<file path="config.mk">
export PLATFORM = sky130hd
export DESIGN_NAME = toip_top
export DESIGN_NICKNAME = d
export VERILOG_FILES = /design/src/design/toip_top.v /design/src/design/toip_fifo.v
export VERILOG_INCLUDE_DIRS = /design/src /design/src/design
export SDC_FILE = /design/constraint.sdc
export NUM_CORES = 1
export LEC_CHECK = 0
export ABC_AREA = 1
export BUFFER_PORTS_ARGS = -buffer_cell sky130_fd_sc_hd__clkbuf_2
export CORE_ASPECT_RATIO = 1.1
export CORE_MARGIN = 4
export CORE_UTILIZATION = 53
export DETAILED_ROUTE_END_ITERATION = 10
export HOLD_SLACK_MARGIN = 0.1
export PLACE_DENSITY = 0.75
export SYNTH_ARGS = -nofsm -noshare
export SYNTH_HDL_FRONTEND = slang
export SYNTH_HIERARCHICAL = 1
export SYNTH_SLANG_ARGS = --single-unit
</file>
<file path="constraint.sdc">
create_clock -name clk_sys -period 4.2 [get_ports clk_sys]
set_input_delay 0.63 -clock clk_sys [delete_from_list [all_inputs] [get_ports clk_sys]]
set_output_delay 0.63 -clock clk_sys [all_outputs]
set_load 0.05 [all_outputs]
</file>
<file path="src/design/toip_regs.vh">
`ifndef TOIP_REGS_VH
`define TOIP_REGS_VH

// ----------------------------------------------------------------
// Port clock divider, in system clock phases
// ----------------------------------------------------------------
`define TOIP_PH_LAST     3'h7
`define TOIP_PH_HIGH_END 3'h3
`define TOIP_PH_CAP      3'h2
`define TOIP_PH_FALL     3'h4
`define TOIP_PH_ZERO     3'h0

// ----------------------------------------------------------------
// Port frame layout, in port clock periods
// ----------------------------------------------------------------
`define TOIP_SLOT_LAST   9'h137
`define TOIP_SLOT_SYNC   9'h136
`define TOIP_SLOT_ZERO   9'h000
`define TOIP_TOH_BITS    9'h0d8
`define TOIP_BIT_LAST    3'h7
`define TOIP_BIT_FIRST   3'h0
`define TOIP_STS_FIRST   2'h0

// ----------------------------------------------------------------
// Insert buffer word: {byte index, bit mask, bit data}
// ----------------------------------------------------------------
`define TOIP_FIFO_W      21
`define TOIP_FIFO_D      8
`define TOIP_FIFO_AW     3
`define TOIP_BYTE_ZERO   8'h00
`define TOIP_IDX_ZERO    5'h00

// ----------------------------------------------------------------
// Field positions
// ----------------------------------------------------------------
`define TOIP_SLOT_BIT    2:0
`define TOIP_SLOT_BYTE   7:3
`define TOIP_ACC_KEEP    6:0
`define TOIP_HEAD_IDX    20:16
`define TOIP_HEAD_MASK   15:8
`define TOIP_HEAD_DATA   7:0

`endif

</file>
<file path="src/design/toip_top.v">
`timescale 1ns/1ns
`default_nettype none
`include "toip_regs.vh"

module toip_top (
  input  wire       clk_sys,
  input  wire       nrst,
  output reg        overhead_port_clock,
  output reg        overhead_accept_window,
  output reg        overhead_frame_marker,
  input  wire       overhead_serial_in,
  input  wire       overhead_insert_request,
  input  wire       tx_frame_start,
  input  wire       tx_valid,
  input  wire [7:0] tx_data,
  input  wire       tx_toh_byte,
  input  wire [1:0] tx_sts_sel,
  input  wire [4:0] tx_toh_idx,
  output reg        tx_out_valid,
  output reg  [7:0] tx_out_data
);

  // ----------------------------------------------------------------
  // Reset release
  // ----------------------------------------------------------------
  reg rst_s1;
  reg rst_n;

  always @(posedge clk_sys or negedge nrst) begin
    if (!nrst) begin
      rst_s1 <= 1'b0;
      rst_n  <= 1'b0;
    end else begin
      rst_s1 <= 1'b1;
      rst_n  <= rst_s1;
    end
  end

  // ----------------------------------------------------------------
  // Pin synchronisers
  // ----------------------------------------------------------------
  reg bit_s1;
  reg bit_s2;
  reg req_s1;
  reg req_s2;

  always @(posedge clk_sys or negedge rst_n) begin
    if (!rst_n) begin
      bit_s1 <= 1'b0;
      bit_s2 <= 1'b0;
      req_s1 <= 1'b0;
      req_s2 <= 1'b0;
    end else begin
      bit_s1 <= overhead_serial_in;
      bit_s2 <= bit_s1;
      req_s1 <= overhead_insert_request;
      req_s2 <= req_s1;
    end
  end

  // ----------------------------------------------------------------
  // Port clock divider
  // ----------------------------------------------------------------
  // Divide by eight so the synchronised pin is settled well before
  // the capture phase, two cycles after the rising edge.
  reg [2:0] phase;

  always @(posedge clk_sys or negedge rst_n) begin
    if (!rst_n) begin
      phase               <= `TOIP_PH_ZERO;
      overhead_port_clock <= 1'b0;
    end else begin
      phase <= phase + 1'b1;
      if (phase == `TOIP_PH_LAST) begin
        overhead_port_clock <= 1'b1;
      end else if (phase == `TOIP_PH_HIGH_END) begin
        overhead_port_clock <= 1'b0;
      end
    end
  end

  wire at_fall = (phase == `TOIP_PH_FALL);
  wire at_cap  = (phase == `TOIP_PH_CAP);

  // ----------------------------------------------------------------
  // Frame slot counter and port outputs
  // ----------------------------------------------------------------
  reg        synced;
  reg  [8:0] slot;
  reg        byte_ok;
  reg  [8:0] next_slot;
  wire       fifo_in_ready;

  always @* begin
    if (slot == `TOIP_SLOT_LAST) begin
      next_slot = `TOIP_SLOT_ZERO;
    end else begin
      next_slot = slot + 1'b1;
    end
  end

  wire next_in_toh = (next_slot < `TOIP_TOH_BITS);
  wire next_first  = (next_slot[`TOIP_SLOT_BIT] == `TOIP_BIT_FIRST);
  // Reserve a buffer entry for the whole byte before opening it
  wire next_ok     = next_first ? fifo_in_ready : byte_ok;

  always @(posedge clk_sys or negedge rst_n) begin
    if (!rst_n) begin
      synced                 <= 1'b0;
      slot                   <= `TOIP_SLOT_ZERO;
      byte_ok                <= 1'b0;
      overhead_accept_window <= 1'b0;
      overhead_frame_marker  <= 1'b0;
    end else begin
      if (!synced) begin
        if (tx_frame_start) begin
          synced <= 1'b1;
          slot   <= `TOIP_SLOT_SYNC;
        end
      end else if (at_fall) begin
        slot                   <= next_slot;
        byte_ok                <= next_ok;
        overhead_accept_window <= next_in_toh && next_ok;
        overhead_frame_marker  <= (next_slot == `TOIP_SLOT_LAST);
      end
    end
  end

  // ----------------------------------------------------------------
  // Bit capture and byte assembly
  // ----------------------------------------------------------------
  reg  [7:0] acc_data;
  reg  [7:0] acc_mask;
  reg        push;
  reg  [4:0] push_idx;
  // Capture is late by the synchroniser depth, still inside the high phase
  wire       take     = at_cap && overhead_accept_window;
  wire       take_bit = req_s2;
  wire [7:0] new_data = {acc_data[`TOIP_ACC_KEEP], take_bit & bit_s2};
  wire [7:0] new_mask = {acc_mask[`TOIP_ACC_KEEP], take_bit};

  always @(posedge clk_sys or negedge rst_n) begin
    if (!rst_n) begin
      acc_data <= `TOIP_BYTE_ZERO;
      acc_mask <= `TOIP_BYTE_ZERO;
      push     <= 1'b0;
      push_idx <= `TOIP_IDX_ZERO;
    end else begin
      push <= 1'b0;
      if (take) begin
        acc_data <= new_data;
        acc_mask <= new_mask;
        if (slot[`TOIP_SLOT_BIT] == `TOIP_BIT_LAST) begin
          push     <= (new_mask != `TOIP_BYTE_ZERO);
          push_idx <= slot[`TOIP_SLOT_BYTE];
        end
      end
    end
  end

  // ----------------------------------------------------------------
  // Insert buffer
  // ----------------------------------------------------------------
  wire                    head_valid;
  wire                    head_take;
  wire [`TOIP_FIFO_W-1:0] head;

  toip_fifo #(
    .WIDTH  (`TOIP_FIFO_W),
    .DEPTH  (`TOIP_FIFO_D),
    .ADDR_W (`TOIP_FIFO_AW)
  ) toip_fifo_inst (
    .clk_sys   (clk_sys),
    .rst_n     (rst_n),
    .in_valid  (push),
    .in_ready  (fifo_in_ready),
    .in_data   ({push_idx, acc_mask, acc_data}),
    .out_valid (head_valid),
    .out_ready (head_take),
    .out_data  (head)
  );

  // ----------------------------------------------------------------
  // Outgoing stream merge
  // ----------------------------------------------------------------
  // A head whose index never comes round stalls the buffer; the
  // stream revisits every index each frame, so this only delays.
  wire [4:0] head_idx  = head[`TOIP_HEAD_IDX];
  wire [7:0] head_mask = head[`TOIP_HEAD_MASK];
  wire [7:0] head_data = head[`TOIP_HEAD_DATA];

  assign head_take = tx_valid && tx_toh_byte && head_valid &&
                     (tx_sts_sel == `TOIP_STS_FIRST) &&
                     (head_idx == tx_toh_idx);

  always @(posedge clk_sys or negedge rst_n) begin
    if (!rst_n) begin
      tx_out_valid <= 1'b0;
      tx_out_data  <= `TOIP_BYTE_ZERO;
    end else begin
      tx_out_valid <= tx_valid;
      if (head_take) begin
        tx_out_data <= (tx_data & ~head_mask) | (head_data & head_mask);
      end else begin
        tx_out_data <= tx_data;
      end
    end
  end

endmodule

`default_nettype wire

</file>
<file path="src/design/toip_fifo.v">
`timescale 1ns/1ns
`default_nettype none

module toip_fifo #(
  parameter WIDTH  = 21,
  parameter DEPTH  = 8,
  parameter ADDR_W = 3
) (
  input  wire             clk_sys,
  input  wire             rst_n,
  input  wire             in_valid,
  output wire             in_ready,
  input  wire [WIDTH-1:0] in_data,
  output wire             out_valid,
  input  wire             out_ready,
  output wire [WIDTH-1:0] out_data
);

  reg [WIDTH-1:0] mem [0:DEPTH-1];
  reg [ADDR_W:0]  wr_ptr;
  reg [ADDR_W:0]  rd_ptr;

  wire empty = (wr_ptr == rd_ptr);
  wire full  = (wr_ptr[ADDR_W] != rd_ptr[ADDR_W]) &&
               (wr_ptr[ADDR_W-1:0] == rd_ptr[ADDR_W-1:0]);
  wire do_wr = in_valid && !full;
  wire do_rd = out_ready && !empty;

  assign in_ready  = !full;
  assign out_valid = !empty;
  assign out_data  = mem[rd_ptr[ADDR_W-1:0]];

  always @(posedge clk_sys) begin
    if (do_wr) begin
      mem[wr_ptr[ADDR_W-1:0]] <= in_data;
    end
  end

  always @(posedge clk_sys or negedge rst_n) begin
    if (!rst_n) begin
      wr_ptr <= {(ADDR_W+1){1'b0}};
      rd_ptr <= {(ADDR_W+1){1'b0}};
    end else begin
      if (do_wr) begin
        wr_ptr <= wr_ptr + 1'b1;
      end
      if (do_rd) begin
        rd_ptr <= rd_ptr + 1'b1;
      end
    end
  end

endmodule

`default_nettype wire

</file>
Yosys cells after proc, flatten, opt, wreduce, memory -nomap -nowiden --
Memories as Yosys holds them, arrays and structs flattened. Index checks and enable logic that the tools add are counted.
Operators by class: reduce and logical (&&, ||, !) cells 19, add/sub/neg operators 4, bitwise logic cells 5, mux-type cells 14, order comparisons 1, equal/unequal tests 12
Operators by type and width (number):
- two-way mux 9 bit | 4
- equality test 9 bit, second input constant | 2
- bitwise AND 8 bit | 2
- adder 9 x 1 -> 9 bit, second input constant | 1
- equality test 3 bit, second input constant | 3
- logical AND 1 bit | 9
- < comparator 9 x 8 -> 1 bit, second input constant | 1
- two-way mux 1 bit | 9
- adder 4 x 1 -> 4 bit, second input constant | 2
- two-way mux 8 bit | 1
- inverter 8 bit | 1
- bitwise OR 8 bit | 1
- nonzero test 8 bit | 1
- equality test 3 x 2 -> 1 bit, second input constant | 2
- AND reduction 2 bit | 3
- equality test 5 bit | 1
- equality test 4 bit | 1
- nonzero test 2 bit | 2
- adder 3 x 1 -> 3 bit, second input constant | 1
- equality test 3 bit | 1
- logical NOT 3 bit | 1
- logical NOT 1 bit | 2
- logical NOT 2 bit | 1
- inequality test 2 bit, second input constant | 1
- other kinds (2) | 2
Word-level totals: memories 1, bits in writable memories 168, logic and storage cells 77, input port bits 22, output and inout port bits 12, flip-flop bits (word level) 62
Memory list:
- toip_fifo_inst.mem | words 8, width 21, read ports 1, clocked after memory_dff 0, write ports 1, line toip_fifo.v:19 | reg [WIDTH-1:0] mem [0:DEPTH-1];

Logic depth before layout (Yosys ltp) --
Gate-level depths: netlist of run 1.
depth in word-level cells 6, mapped depth 15, depth with buffers taken out 12

Modules after synthesis --
The synthesis of run 1 kept the hierarchy.
By module, submodules not included:
- toip_fifo | cells each 556, sequential area each 5245.0 um^2, times used 1, area each 7056.8 um^2
- toip_top | cells each 281, sequential area each 1351.3 um^2, times used 1, area each 2597.5 um^2

Worst setup path after synthesis of run 1 --
No wires, ideal clock.
path kind reg2reg, start point register toip_fifo_inst.rd_ptr[1], end point register toip_fifo_inst.rd_ptr[0], clock period less this slack 2236 ps, slack 1964 ps, setup time 117 ps, required time 4083 ps, stages on the path, launching flop included 15, path buffers 2, arrival time 2119 ps, cell sequence dfrtp_1 -> buf_4 -> inv_4 -> clkbuf_1 -> o21ai_0 -> o22ai_1 -> nand2_1 -> nand2_1 -> inv_1 -> nand2_1 -> nand3_1 -> nor4_1 -> nand2_2 -> nand2_1 -> nand2_1
Between the ends: elaborated cells between the ends (all ways) 8, those cells by class 2 x eq/ne; 5 x reduce/logical; 1 x memory
RTL lines:
- start: declaration | line toip_fifo.v:21 | reg [ADDR_W:0] rd_ptr;
- start signal: assignment | line toip_fifo.v:42 | rd_ptr <= {(ADDR_W+1){1'b0}};
- start signal: assignment | line toip_fifo.v:48 | rd_ptr <= rd_ptr + 1'b1;
- memory read (8 x 21 bit)
- via head[19] | line toip_top.v:166 | wire [`TOIP_FIFO_W-1:0] head;
- equality test 5 bit | line toip_top.v:194 | (head_idx == tx_toh_idx);
- logical AND 1 bit | line toip_top.v:192 | assign head_take = tx_valid && tx_toh_byte && head_valid &&
- via head_take | line toip_top.v:165 | wire head_take;
- logical AND 1 bit | line toip_fifo.v:27 | wire do_rd = out_ready && !empty;
The timed path passes the listed nets, and every way through them passes these cells. A chain may end at the register's enable or synchronous reset.

Worst setup path in the final report of run 1 --
start point register toip_fifo_inst.rd_ptr[0], end point register tx_out_data[1]
Between the ends: elaborated cells between the ends (all ways) 12, those cells by class 2 x eq/ne; 1 x mux; 4 x bitwise; 4 x reduce/logical; 1 x memory
RTL lines:
- memory read (8 x 21 bit)
- via head[18] | line toip_top.v:166
- equality test 5 bit | line toip_top.v:194
- logical AND 1 bit | line toip_top.v:192
- two-way mux 8 bit | line toip_top.v:202 | if (head_take) begin
- end signal: assignment | line toip_top.v:199 | tx_out_data <= `TOIP_BYTE_ZERO;
- end signal: assignment | line toip_top.v:203 | tx_out_data <= (tx_data & ~head_mask) | (head_data & head_mask);
- end signal: assignment | line toip_top.v:205 | tx_out_data <= tx_data;
- end: declaration | line toip_top.v:20 | output reg [7:0] tx_out_data
The timed path passes the listed nets, and every way through them passes these cells.

==> out/metrics.cfg, run 1 <==
[layout]
nets = 905
fill_cells = 1409
area_growth_pct = 11.02
final_cell_count_no_fill = 1127
antenna_cells = 0
layout_commonest_cell = nand2_1
drive_gt1_share_pct = 14.85
final_util_pct = 60.20
postLayoutCellArea_um2 = 10720
layout_common_cells = 175 x nand2_1, 168 x edfxtp_1, 93 x nor2_1, 85 x o21ai_0, 60 x dfrtp_1

[route]
first_pass_iters = 5
totalWireLength_um = 20390
wl_per_cell_um = 18.09
antenna_left = 0
vias = 6304
drt-initial-drc-count = 777
drcViolationCount = 0
viasPerCell = 5.594

[critical_path]
path_max_fanout = 87
cp-start-kind = flop
criticalPathCategory = reg2reg
slowest_delay_ps = 670
end_kind = flop
arrival_ps = 3130
crit_required_ps = 4580
path_cells = buf_4 > o21ai_0 > o22ai_1 > nand2_1 > nand2_1 > xnor2_2 > nand3_1 > nor2_1 > nand3_2 > nand2_1 > o21ai_2
r2r_setup_slack_ps = 1440
cpMaxStageDelayCell = buf_4
crit_path_frequent_cell = nand2_1

[die]
rows = 51
start_util_pct = 54.23
chipWidth_um = 136.7
core_area_um2 = 17800
die_h_um = 149.6
die_area_um2 = 20440
io_pins = 34

[placed_design]
place.gp.congestion = 0.8182
pre_cts_ws_ps = 1448
placedCellCount = 1084
port_buffers = 33
dp_hpwl_um = 11910
placed_cell_area_um2 = 10020

[clock_tree]
clockRootBuffer = clkbuf_16
cts_buffers = 23
clock_latency_ps = 500
cts_tree = done
clk_pin_slew_worst_paths_ps = 60
clockBufferDepth = 3
cts_sinks = 230
htreeDepth = 1
ctsResizeCount = 0
cts_setup_buffers = 0

[yosys]
synth_area_um2 = 9654
ys_ff_latch = 230
syn_area_per_cell_um2 = 11.53
synth_cell_types = 41
yosysSeqAreaShare_pct = 68.33
syn-num-nets = 870
synthCells = 837
yosys_warnings = 6

[grt]
grt_util_all_layers_pct = 20.98
grt_pass1_vias = 6329
grt_max_degree = 88
antenna_found_initial = 0
grt-ovfl-total = 0
grt_pass1_wl_um = 33490

[sta]
tightest_slew_ps = 1200
whs_ps = 230.0
fin_skew_ps = 8.181
fin_setup_tns_ps = 0
hold_viol = 0
rsz0062_at_grt = false
slew_headroom_pct = 19.90
period_share_pct = 65.66
final-max-slew-violation-count = 0
setup_viol = 0
fmax_mhz = 362.6
setup_slack_ps = 1442
period_minus_slack_ps = 2758

[outcome]
run_status = finished, final reports clean

[min_path]
min_path_type = in2reg

[power]
ir_worst_vdd_v = 0.0005203
power.leakage_nw = 4.453
power.total_mw = 4.850
p_seq_share_pct = 53.1
p_int_mw = 3.700
power.share.switching_pct = 23.72
power_frac_comb_pct = 8.1
power_density_nw_per_um2 = 452.5
p_sw_mw = 1.150
pwr-share-clk_pct = 38.8

[run]
cap_violations = 0

-- Yosys cell counts, drive strengths merged --
library cell,instances,area share (%)
mux2i,8,0.83
o21bai,1,0.078
nor4,4,0.26
or2,4,0.26
nand3,30,1.8
nor2,106,4.4
a22oi,3,0.23
ha,11,1.4
a21oi,6,0.39
edfxtp,168,52
nand3b,1,0.078
clkbuf,15,0.58
clkinv,1,0.052
nand4,7,0.61
xor2,4,0.36
conb,1,0.039
nor3,2,0.16
dfrtp,62,16
buf,22,1.6
xnor2,3,0.43
o21ai,107,5.9
and2,1,0.091
nand2,186,7.7
inv,40,1.6
o22ai,44,2.9
-- final cells by class --
| class | instances | area [µm²] | area share, % |
|---|---|---|---|
| Clock inverter | 12 | 86.33 | 0.8055 |
| Tap cell | 238 | 297.8 | 2.778 |
| Inverter | 41 | 157.7 | 1.471 |
| Sequential cell | 230 | 6599 | 61.57 |
| Multi-Input combinational cell | 529 | 2703 | 25.22 |
| Clock buffer | 30 | 601.8 | 5.615 |
| Timing Repair Buffer | 47 | 272.8 | 2.545 |
-- power by group through the flow --
stage	Sequential, mW	Clock [mW]	Combinational, mW
6_report	2.58	1.88	0.392
5_1_grt	2.59	2.02	0.446
4_1_cts	2.58	1.92	0.394
3_5_place_dp	2.62	0	0.390
3_3_place_gp	2.62	0	0.381
2_1_floorplan	2.63	0	0.281
-- metal layers --
metal | vias up | share of wire (%) | global-route usage, % | wire, µm
met1 | 3073 | 41 | 28.80 | 8417
met3 | 34 | 6.1 | 2.892 | 1247
li1 | 2990 | - | - | -
met5 | - | 0 | 0 | 0
met4 | 0 | 1.8 | 4.940 | 369
met2 | 207 | 51 | 35.72 | 10360
-- worst paths after layout --
kind / depth (start not counted) / endpoint / startpoint
max: 11 / tx_out_data[1] / toip_fifo_inst/rd_ptr[0]
min: 1 / req_s1 / overhead_insert_request
max reg2reg: 11 / tx_out_data[1] / toip_fifo_inst/rd_ptr[0]
min reg2reg: 0 / req_s2 / rst_n
max in group asynchronous: 1 / toip_fifo_inst/rd_ptr[0] / rst_n
min in group asynchronous: 0 / req_s2 / rst_n
-- logic make-up after synthesis --
logic type,synth area share [%]
compound gates,9.409
xor+xnor,0.7905
fa+ha+maj,1.426
buf+inv,3.862
flops,68.33
mux,0.8295
other cells,0.03884
simple gates,15.32
-- sequential cells by signal, summed over array words and instances, names as in the netlist, 3 cells and up --
register               flops
phase                      3
tx_out_data                8
push_idx                   5
acc_mask                   8
toip_fifo_inst/wr_ptr      4
slot                       9
toip_fifo_inst/rd_ptr      4
acc_data                   8
toip_fifo_inst/mem       168
-- worst max-delay path, delay by kind of cell, from the launching register on --
family,cells,cell delay (ps)
buf+inv,1,670
flops,1,370
compound gates,3,460
xor+xnor,1,130
simple gates,6,990
-- timing repair --
item                                    4_1_cts  5_1_grt
hold buffers                                  1        0
endpoints found under the setup margin        0        0
endpoints found under the hold margin         2        0
Power figures use the tool's default switching activity.
==> inputs of run 2 (changes only) <==
PLACE_DENSITY = 0.78   (was 0.75)
clock period = 2.39 ns   (was 4.2 ns; I/O delays follow)
==> run 2 against run 1 <==
Via count rose by 0.73%. Global-route usage fell by 1.0 points. Worst hold slack got worse by 120 ps. Cell area rose by 2.8%. Utilization rose by 1.7 points. Combinational power rose by 83%. Sequential power rose by 75%. Worst setup slack got worse by 1300 ps. First-iteration DRC count fell by 18%. Total power rose by 79%. Critical endpoint unchanged. Largest power group unchanged.
==> out/metrics.cfg, run 2 (synthesis gave the netlist of run 1 again) <==
[power]
p_sw_mw = 2.004  ; was 1.150 mW
power.share.switching_pct = 23.06  ; was 23.72%
ir_worst_vdd_v = 0.0006496  ; was 0.0005203 V
pwr-share-clk_pct = 39.8  ; was 38.8%
p_seq_share_pct = 52.0  ; was 53.1%
power_density_nw_per_um2 = 788.7  ; was 452.5 nW/µm²
power.leakage_nw = 4.598  ; was 4.453 nW
power_frac_comb_pct = 8.2  ; was 8.1%
p_int_mw = 6.688  ; was 3.700 mW

[critical_path]
path_delay_family = simple AND/OR/NAND/NOR gates  ; unchanged
path_cells = buf_16 > o21ai_1 > o22ai_1 > nand2_1 > nand2_1 > or2_2 > nand4_1 > nor2_1 > nand3_2 > buf_4 > nand2_1 > o21ai_2  ; was buf_4 > o21ai_0 > o22ai_1 > nand2_1 > nand2_1 > xnor2_2 > nand3_1 > nor2_1 > nand3_2 > nand2_1 > o21ai_2
end_kind = flop  ; unchanged
crit_required_ps = 2810  ; was 4580 ps
cpMaxStageDelayCell = dfrtp_2  ; was buf_4
arrival_ps = 2680  ; was 3130 ps
slowest_delay_ps = 480  ; was 670 ps
path_max_fanout = 44  ; was 87
cp-start-kind = flop  ; unchanged
crit_path_frequent_cell = nand2_1  ; unchanged
criticalPathCategory = reg2reg  ; unchanged
crit_buf_inv = 2  ; was 1

[sta]
fmax_mhz = 442.7  ; was 362.6 MHz
period_minus_slack_ps = 2259  ; was 2758 ps
final-max-slew-violation-count = 0  ; unchanged
fin_skew_ps = 10.25  ; was 8.181 ps
setup_viol = 0  ; unchanged
hold_viol = 0  ; unchanged
setup_slack_ps = 131.2  ; was 1442 ps
fin_setup_tns_ps = 0  ; unchanged
period_share_pct = 94.51  ; was 65.66%
rsz0062_at_grt = false  ; unchanged

[grt]
grt-ovfl-total = 0  ; unchanged
antenna_found_initial = 0  ; unchanged
grt_pass1_wl_um = 31880  ; was 33490 µm
grt_util_all_layers_pct = 19.97  ; was 20.98%
grt_max_degree = 89  ; was 88
grt_pass1_vias = 6228  ; was 6329

[clock_tree]
clockRootBuffer = clkbuf_16  ; unchanged
cts_tree = done  ; unchanged
cts_buffers = 23  ; unchanged
clockBufferDepth = 3  ; unchanged
cts_setup_buffers = 0  ; unchanged
htreeDepth = 1  ; unchanged
clk_pin_slew_worst_paths_ps = 60  ; about the same
clock_latency_ps = 500  ; about the same
cts_sinks = 230  ; unchanged

[layout]
drive_gt1_share_pct = 16.39  ; was 14.85%
layout_commonest_cell = nand2_1  ; unchanged
area_growth_pct = 14.15  ; was 11.02%
antenna_cells = 0  ; unchanged
layout_common_cells = 175 x nand2_1, 168 x edfxtp_1, 93 x nor2_1, 84 x o21ai_0, 59 x dfrtp_1  ; was 175 x nand2_1, 168 x edfxtp_1, 93 x nor2_1, 85 x o21ai_0, 60 x dfrtp_1
nets = 927  ; was 905
largest_reg_flops = 168  ; unchanged

[placed_design]
dp_hpwl_um = 11830  ; was 11910 µm
place.gp.congestion = 0.8223  ; was 0.8182
pre_cts_ws_ps = 186.1  ; was 1448 ps
port_buffers = 33  ; unchanged

[route]
wl_per_cell_um = 17.63  ; was 18.09 µm
drcViolationCount = 0  ; unchanged
vias = 6350  ; was 6304
totalWireLength_um = 20220  ; was 20390 µm
viasPerCell = 5.536  ; was 5.594
first_pass_iters = 4  ; was 5
antenna_left = 0  ; unchanged
drt-initial-drc-count = 638  ; was 777

[die]
start_util_pct = 54.23  ; unchanged
chipWidth_um = 136.7  ; unchanged
core_area_um2 = 17800  ; unchanged
rows = 51  ; unchanged
die_h_um = 149.6  ; unchanged
io_pins = 34  ; unchanged
die_area_um2 = 20440  ; unchanged

[outcome]
run_status = finished, final reports clean  ; unchanged

[run]
cap_violations = 0  ; unchanged

[min_path]
min_path_type = in2reg  ; unchanged

[run 2: cell types whose count changed in the layout (fill, tap and decap cells not counted), moves of 2 or more]
cell           change
clkbuf_8           +2
buf_4              +8
clkinv_1           -6
dlygate4sd3_1      +9
buf_12             +3
[run 2: power groups by stage]
| stage | combinational (mW) | sequential, mW | clock [mW] |
|---|---|---|---|
| 4_1_cts | 0.722 | 4.52 | 3.51 |
| 2_1_floorplan | 0.493 | 4.62 | 0 |
| 3_3_place_gp | 0.685 | 4.59 | 0 |
| 6_report | 0.717 | 4.52 | 3.46 |
| 5_1_grt | 0.817 | 4.53 | 3.72 |
| 3_5_place_dp | 0.700 | 4.60 | 0 |
[run 2: worst paths after layout]
path | from | endpoint | slack, ps | cells past startpoint
worst max-delay path | toip_fifo_inst/rd_ptr[0] | tx_out_data[1] | 130 | 12
worst min-delay path | tx_data[2] | tx_out_data[2] | 110 | 3
worst max register to register | toip_fifo_inst/rd_ptr[0] | tx_out_data[1] | 130 | 12
worst min register to register | rst_n | acc_data[2] | 270 | 1
max in group asynchronous | rst_n | toip_fifo_inst/rd_ptr[0] | 1820 | 1
min in group asynchronous | nrst | rst_s1 | 180 | 2
[run 2: layer usage]
| layer | up-vias | global-route usage (%) | part of all wire (%) |
|---|---|---|---|
| li1 | 3028 | - | - |
| met1 | 3053 | 26.46 | 41 |
| met2 | 220 | 34.47 | 50 |
| met3 | 49 | 2.488 | 5.6 |
| met4 | 0 | 6.250 | 2.8 |
| met5 | - | 0 | 0 |
[run 2: timing repair]
action | in CTS | in global routing
endpoints found under the setup margin | 0 | 3
endpoints found under the hold margin | 11 | 0
hold buffers | 10 | 0
resized for setup | 0 | 5
[run 2: worst min-delay path, stage by stage]
cell,delay (ps)
clkbuf_2,100
nand2_1,60
o21ai_2,50
[run 2: layout make-up]
cell class / instances / area (µm²)
sequential: 230 / 6600
multi-input combinational: 529 / 2703
timing repair buffer: 69 / 535.5
clock buffer: 33 / 633.1
tap: 238 / 297.8
clock inverter: 7 / 91.34
fill: 1315 / 6783
inverter: 41 / 160.2
[run 2: per-stage QoR]
step	util, %	power, mW	instance area (µm²)	hold WS [ps]	std cells
finish	61.90	8.692	11020	105.4	1147
global route	61.90	9.067	11020	125.0	1147
CTS	61.70	8.753	10980	105.3	1146
detailed placement	57.07	5.298	10160	148.0	1096
global placement	57.07	5.276	10160	146.7	1096
floorplan	-	5.114	9654	62.91	837
